**src/hdl/dpram_host_defs.vh**
```
// timing figures and derived cycle counts for the dual-port memory port controller
// assumes a 40 MHz system clock; times in ns unless marked
`ifndef DPRAM_HOST_DEFS_VH
`define DPRAM_HOST_DEFS_VH
`define CLK_PERIOD_NS            25
`define CLK_FREQ_HZ              40000000
// slowest speed grade figures
`define SELECT_ACCESS_TIME_NS    90
`define OUTPUT_DRIVE_ACCESS_NS   40
`define OUTPUT_HOLD_TIME_NS      10
`define SELECT_TO_WRITE_END_NS   85
`define ADDRESS_TO_WRITE_END_NS  85
`define DATA_TO_WRITE_END_NS     40
`define WRITE_TO_OUTPUT_FLOAT_NS 40
`define BUSY_ASSERT_NS           45
`define ARBITRATION_SETUP_NS     5
`define DESELECT_TO_STANDBY_NS   50
`define POWER_UP_DELAY_US        500
// least times round up
`define READ_CYCLES    ((`SELECT_ACCESS_TIME_NS + `CLK_PERIOD_NS - 1) / `CLK_PERIOD_NS)
`define WRITE_CYCLES   ((`SELECT_TO_WRITE_END_NS + `CLK_PERIOD_NS - 1) / `CLK_PERIOD_NS)
`define BUSY_CYCLES    ((`BUSY_ASSERT_NS + `CLK_PERIOD_NS - 1) / `CLK_PERIOD_NS)
`define STANDBY_CYCLES ((`DESELECT_TO_STANDBY_NS + `CLK_PERIOD_NS - 1) / `CLK_PERIOD_NS)
`define POWER_UP_CYCLES (`POWER_UP_DELAY_US * (`CLK_FREQ_HZ / 1000000))
// mailbox locations
`define MAILBOX_LEFT   10'h3FE
`define MAILBOX_RIGHT  10'h3FF
`define ADDR_WIDTH     10
`define DATA_WIDTH     8
`endif

```
**src/hdl/cycle_timer.v**
```verilog
// down-counter that raises done when a loaded count has elapsed
// assumes load is a one-cycle pulse from the same clock
module cycle_timer #(
   parameter WIDTH = 16
) (
   // clock and reset
   input  wire             clk,
   input  wire             reset_n,
   // control
   input  wire             load,
   input  wire [WIDTH-1:0] count,
   // status
   output wire             done
);
   reg [WIDTH-1:0] remaining;

   always @(posedge clk or negedge reset_n) begin
      if (!reset_n) begin
         remaining <= {WIDTH{1'b0}};
      end else if (load) begin
         remaining <= count;
      end else if (remaining != {WIDTH{1'b0}}) begin
         remaining <= remaining - {{(WIDTH-1){1'b0}}, 1'b1};
      end
   end

   assign done = (remaining == {WIDTH{1'b0}}) && !load;
endmodule // cycle_timer

```
**src/hdl/dpram_port_host.v**
```verilog
// host controller for one port of an asynchronous 1K x 8 dual-port memory
// assumes the memory pins are asynchronous; busy and mailbox flags are synchronised here
//
// Summary of operation
// - arbitration is left to the memory; the host only retries a write that saw busy.
// - host holds each read select at least the select access time.
// - host keeps select low at least the minimum before write end.
// - host keeps address stable the minimum before and through write end.
// - host drives write data the minimum before strobe end, held to it.
// - host waits the power-up delay before its first access.
`include "dpram_host_defs.vh"
module dpram_port_host #(
   parameter POWER_UP_CYCLES = `POWER_UP_CYCLES,
   parameter RETRY_LIMIT     = 8
) (
   // clock and reset
   input  wire                     clk,
   input  wire                     reset_n,
   // user request
   input  wire                     reqValid,
   input  wire                     reqWrite,
   input  wire [`ADDR_WIDTH-1:0]   reqAddr,
   input  wire [`DATA_WIDTH-1:0]   reqData,
   output wire                     reqReady,
   // user answer
   output reg                      respValid,
   output reg  [`DATA_WIDTH-1:0]   respData,
   output reg                      respError,
   output reg                      mailboxPending,
   // memory port pins
   output reg                      chipSelect_n,
   output reg                      readWrite,
   output reg                      outputEnable_n,
   output reg  [`ADDR_WIDTH-1:0]   memAddr,
   output reg  [`DATA_WIDTH-1:0]   memDataOut,
   output reg                      memDataOe,
   input  wire [`DATA_WIDTH-1:0]   memDataIn,
   input  wire                     busy_n,
   input  wire                     mailbox_n
);
   localparam [2:0] ST_POWERUP = 3'h0;
   localparam [2:0] ST_IDLE    = 3'h1;
   localparam [2:0] ST_READ    = 3'h2;
   localparam [2:0] ST_WRITE   = 3'h3;
   localparam [2:0] ST_END     = 3'h4;
   localparam [2:0] ST_RECOVER = 3'h5;
   localparam       TW = 20;
   // integer figures, sliced to the timer width below
   localparam          READ_LEN    = `READ_CYCLES;
   localparam          WRITE_LEN   = `WRITE_CYCLES;
   localparam          BUSY_LEN    = `BUSY_CYCLES;
   localparam          STANDBY_LEN = `STANDBY_CYCLES;
   localparam [TW-1:0] READ_CNT    = READ_LEN[TW-1:0];
   localparam [TW-1:0] WRITE_CNT   = WRITE_LEN[TW-1:0];
   localparam [TW-1:0] BUSY_CNT    = BUSY_LEN[TW-1:0];
   localparam [TW-1:0] STANDBY_CNT = STANDBY_LEN[TW-1:0];
   localparam [TW-1:0] PU_CNT      = POWER_UP_CYCLES[TW-1:0];
   localparam [3:0]    RETRY_MAX   = RETRY_LIMIT[3:0];

   reg  [2:0]  state;
   reg         busySync1;
   reg         busySync2;
   reg         mailSync1;
   reg         mailSync2;
   reg         busySeen;
   reg  [3:0]  retries;
   reg         timerLoad;
   reg  [TW-1:0] timerCount;
   wire        timerDone;

   cycle_timer #(.WIDTH(TW)) timer (
      .clk     (clk),
      .reset_n (reset_n),
      .load    (timerLoad),
      .count   (timerCount),
      .done    (timerDone)
   );

   // two-flop synchronisers for asynchronous flags
   always @(posedge clk or negedge reset_n) begin
      if (!reset_n) begin
         busySync1 <= 1'b1;
         busySync2 <= 1'b1;
         mailSync1 <= 1'b1;
         mailSync2 <= 1'b1;
      end else begin
         busySync1 <= busy_n;
         busySync2 <= busySync1;
         mailSync1 <= mailbox_n;
         mailSync2 <= mailSync1;
      end
   end

   assign reqReady = (state == ST_IDLE);

   always @(posedge clk or negedge reset_n) begin
      if (!reset_n) begin
         state          <= ST_POWERUP;
         chipSelect_n   <= 1'b1;
         readWrite      <= 1'b1;
         outputEnable_n <= 1'b1;
         memAddr        <= {`ADDR_WIDTH{1'b0}};
         memDataOut     <= {`DATA_WIDTH{1'b0}};
         memDataOe      <= 1'b0;
         respValid      <= 1'b0;
         respData       <= {`DATA_WIDTH{1'b0}};
         respError      <= 1'b0;
         mailboxPending <= 1'b0;
         busySeen       <= 1'b0;
         retries        <= 4'h0;
         timerLoad      <= 1'b1;
         timerCount     <= {TW{1'b0}};
      end else begin
         timerLoad      <= 1'b0;
         respValid      <= 1'b0;
         mailboxPending <= !mailSync2;
         case (state)
            ST_POWERUP: begin
               if (timerCount == {TW{1'b0}}) begin
                  timerLoad  <= 1'b1;
                  timerCount <= PU_CNT;
               end else if (timerDone && !timerLoad) begin
                  state <= ST_IDLE;
               end
            end
            ST_IDLE: begin
               if (reqValid) begin
                  memAddr      <= reqAddr;
                  chipSelect_n <= 1'b0;
                  readWrite    <= !reqWrite;
                  busySeen     <= 1'b0;
                  retries      <= 4'h0;
                  // error of an earlier write must not block this one's retries
                  respError    <= 1'b0;
                  timerLoad    <= 1'b1;
                  if (reqWrite) begin
                     memDataOut <= reqData;
                     timerCount <= WRITE_CNT;
                     state      <= ST_WRITE;
                  end else begin
                     outputEnable_n <= 1'b0;
                     timerCount     <= READ_CNT;
                     state          <= ST_READ;
                  end
               end
            end
            ST_READ: begin
               // busy does not block reads
               if (timerDone) begin
                  respData       <= memDataIn;
                  respValid      <= 1'b1;
                  respError      <= 1'b0;
                  chipSelect_n   <= 1'b1;
                  outputEnable_n <= 1'b1;
                  timerLoad      <= 1'b1;
                  timerCount     <= STANDBY_CNT;
                  state          <= ST_RECOVER;
               end
            end
            ST_WRITE: begin
               // data driven from the second write-state cycle, one clock (25 ns) after the strobe falls
               memDataOe <= 1'b1;
               if (timerCount == WRITE_CNT && !timerDone && !busySync2) begin
                  busySeen <= 1'b1;
               end
               if (timerDone) begin
                  // strobe and select rise together, data held through the edge
                  chipSelect_n <= 1'b1;
                  readWrite    <= 1'b1;
                  busySeen     <= busySeen || !busySync2;
                  state        <= ST_END;
               end
            end
            ST_END: begin
               memDataOe  <= 1'b0;
               timerLoad  <= 1'b1;
               timerCount <= STANDBY_CNT + BUSY_CNT;
               if (busySeen && retries != RETRY_MAX) begin
                  retries <= retries + 4'h1;
               end else begin
                  respValid <= 1'b1;
                  respError <= busySeen;
               end
               state <= ST_RECOVER;
            end
            ST_RECOVER: begin
               if (timerDone) begin
                  if (busySeen && retries != 4'h0 && !respError && !respValid) begin
                     // winner finished; repeat the suppressed write
                     if (busySync2) begin
                        chipSelect_n <= 1'b0;
                        readWrite    <= 1'b0;
                        busySeen     <= 1'b0;
                        timerLoad    <= 1'b1;
                        timerCount   <= WRITE_CNT;
                        state        <= ST_WRITE;
                     end
                  end else begin
                     state <= ST_IDLE;
                  end
               end
            end
            default: begin
               state <= ST_IDLE;
            end
         endcase
      end
   end
endmodule // dpram_port_host

```
**config.mk**
```make
export PLATFORM = sky130hd
export DESIGN_NAME = dpram_port_host
export DESIGN_NICKNAME = d
export VERILOG_FILES = /design/src/hdl/cycle_timer.v /design/src/hdl/dpram_port_host.v
export VERILOG_INCLUDE_DIRS = /design/src /design/src/hdl
export SDC_FILE = /design/constraint.sdc
export NUM_CORES = 1
export LEC_CHECK = 0
export BUFFER_PORTS_ARGS = -buffer_cell sky130_fd_sc_hd__buf_2
export CAP_MARGIN = 20
export CORE_MARGIN = 2
export CORE_UTILIZATION = 34
export DETAILED_ROUTE_END_ITERATION = 16
export GPL_ROUTABILITY_DRIVEN = 0
export GPL_TIMING_DRIVEN = 1
export PLACE_DENSITY = 0.53
export SLEW_MARGIN = 20
export SYNTH_ARGS = -nofsm -noshare
export SYNTH_HDL_FRONTEND = slang
export SYNTH_SLANG_ARGS = --single-unit
export TNS_END_PERCENT = 20
```
**constraint.sdc**
```tcl
create_clock -name clk -period 2.6 [get_ports clk]
set_input_delay 0.52 -clock clk [delete_from_list [all_inputs] [get_ports clk]]
set_output_delay 0.52 -clock clk [all_outputs]
set_load 0.02 [all_outputs]
```
==> flow_summary.yaml <==
critical_path:
  worst_setup_path_start_kind: "flop"
  worstPathArrival_ns: 2.73
  cp_max_fo: 8
  r2r-start: "timer.remaining[12]"
  crit_start: "timer.remaining[12]"
  crit_type: "reg -> reg"
  cp.required_ns: 2.83
  cp-end-kind: "flop"
place:
  port-buffer-count: 65
  hpwl_um: 5050
logic_synthesis:
  syn_avg_cell_area_um2: 10.4
  yosysMostFrequentCell: "dfrtp_1"
  ys_warn_count: 0
  synth_area_leaders: "dfrtp_1 47%, dfstp_2 6.4%, mux2_2 5.9%"
  synthesis.area_um2: 3270
  ys_ff_latch: 69
  ys_seq_area_share_pct: 53.1
  async_flop_share_pct: 100
  ys_top_cells_by_count: "61 x dfrtp_1, 39 x nand2_1, 32 x nor2_1"
  synth_edf_count: 0
  yosysTopAreaCellShare_pct: 46.7
  syn_nets: 352
  postSynthCellCount: 316
  synth_top_area_cell: "dfrtp_1"
  synth_cell_types: 51
  synthFlopType: "dfrtp_1"
cts:
  post_cts_resize_count: 0
  clock_sinks: 69
  cts_hold_buf: 0
  cts_buffers: 9
  cts_buffer_depth: 2
  htreeDepth: 3
  cts_tree: "done"
  clk_pin_slew_ns: 0.08
  root_buffer: "clkbuf_8"
  clk_latency_ns: 0.35
  post-cts-setup-buffer-count: 0
floorplan:
  num_rows: 35
  fp.dieH_um: 102
  die_area_um2: 10400
  initial_utilization_pct: 35.2
  core-area_um2: 9280
  io-pin-count: 66
  die_w_um: 102
routing:
  drt_pass1_iterations: 4
  drt-wirelength-per-cell_um: 13.7
  viasPerCell: 4.85
  drc: 0
  drt_wl_total_um: 7140
  vias: 2523
  postRouteAntennaNets: 0
  drt_iter0_drc: 111
timing:
  rsz0062_at_grt: "no"
  hold_violations: 0
  slew_viol_final: 0
  period_share_pct: 96.2
  tightestPinTransition_ns: 0.526
  finalSetupViolations: 0
  finClkSkew_ns: 0.0125
  max_freq_ghz: 0.400
  finalSetupTns_ns: 0
  period_needed_ns: 2.50
  holdWs_ns: 0.192
  slew_headroom_pct: 64.6
layout:
  drive_gt1_share_pct: 31.5
  fin_nets: 422
  antennaDiodeCount: 0
  syn2layout_area_growth_pct: 21.7
global_route:
  grt_max_degree: 70
  gr-total-overflow: 0
  antenna_found_initial: 0
  grt_pass1_vias: 2503
  grt_use_total_pct: 15.0
  grt_pass1_wl_um: 12000
pwr:
  peakVddDrop_uv: 654
  leakage_nw: 1.86
  total_power_mw: 4.96
  p_per_area_nw_per_um2: 1240
run:
  cap_violations: 0
hold_path:
  hold_class: "in -> async"
run_status:
  status: "completed"
==> per-layer routing <==
metal,track usage [%],part of all wire (%),vias up
met5,0,0,-
met4,5.64,1.4,0
met3,3.97,5.4,8
met2,22.9,46,66
met1,20.4,47,1211
li1,-,-,1238
==> layout make-up <==
| class | instances | area, um^2 |
|---|---|---|
| clock buffers | 10 | 138 |
| clock inverters | 6 | 71.3 |
| fillers | 941 | 5300 |
| inverters | 13 | 48.8 |
| multi-input cells | 219 | 1420 |
| flip-flops and latches | 69 | 1740 |
| well taps | 129 | 161 |
| repair buffers | 74 | 405 |
==> worst paths after layout <==
path / endpoint / slack (ns) / depth (start not counted)
max: state[2] / 0.1 / 5
min: timer.remaining[10] / 0.19 / 2
max reg2reg: state[2] / 0.1 / 5
min reg2reg: busySync2 / 0.36 / 0
max in group asynchronous: busySync2 / 2.08 / 2
min in group clk: mailSync1 / 0.27 / 1
==> placed cells by master, fill, tap and decap left out, types with 6 or more instances in the layout <==
cell type and count:
buf_2 65, buf_4 8, clkbuf_8 10, dfrtp_1 61
dfstp_2 8, inv_1 13, mux2_2 17, nand2_1 39
nand3_1 6, nand4_1 6, nor2_1 32, nor3_1 12
o21ai_0 14, o31ai_1 7, xnor2_1 8, xor2_1 11
==> cell families after synthesis <==
family | count (synthesis) | synth area share, %
multiplexers | 21 | 7.12
flip-flops | 69 | 53.1
XOR/XNOR | 19 | 5.09
AO/OA/AOI/OAI | 42 | 8.84
buffers and inverters | 28 | 3.71
AND/OR/NAND/NOR | 133 | 20.6
adder cells (fa/ha/maj) | 4 | 1.53
==> worst max-delay path: stages, from the launching register on <==
cell,delay (ns)
dfrtp_1,0.44
or4_1,0.63
or4_4,0.53
o31ai_4,0.28
or3b_1,0.38
o2bb2ai_1,0.12
==> sequential cells by signal (all words and copies together), names as in the netlist <==
name / cells
busySeen: 1
busySync1: 1
busySync2: 1
chipSelect_n: 1
mailSync1: 1
mailSync2: 1
mailboxPending: 1
memAddr: 10
memDataOe: 1
memDataOut: 8
outputEnable_n: 1
readWrite: 1
respData: 8
respError: 1
respValid: 1
retries: 4
state: 3
timer.remaining: 20
timerCount: 3
timerLoad: 1
==> power by group <==
group          switching, mW  internal [mW]  total [mW]
Clock                  0.430          0.475       0.906
Combinational           1.24          0.894        2.13
Sequential             0.416           1.50        1.92
Total                   2.08           2.87        4.96
==> through the flow <==
step	worst slack [ns]	instance area, um^2	instances	utilization, %
3_5_place_dp	0.138	3760	504	40.6
4_1_cts	0.106	3970	520	42.8
3_3_place_gp	0.185	3760	504	40.6
5_1_grt	0.00940	3980	520	42.9
6_report	0.0988	3980	520	42.9
2_1_floorplan	0.121	3270	316	-
(Power assumes the default switching activity.)
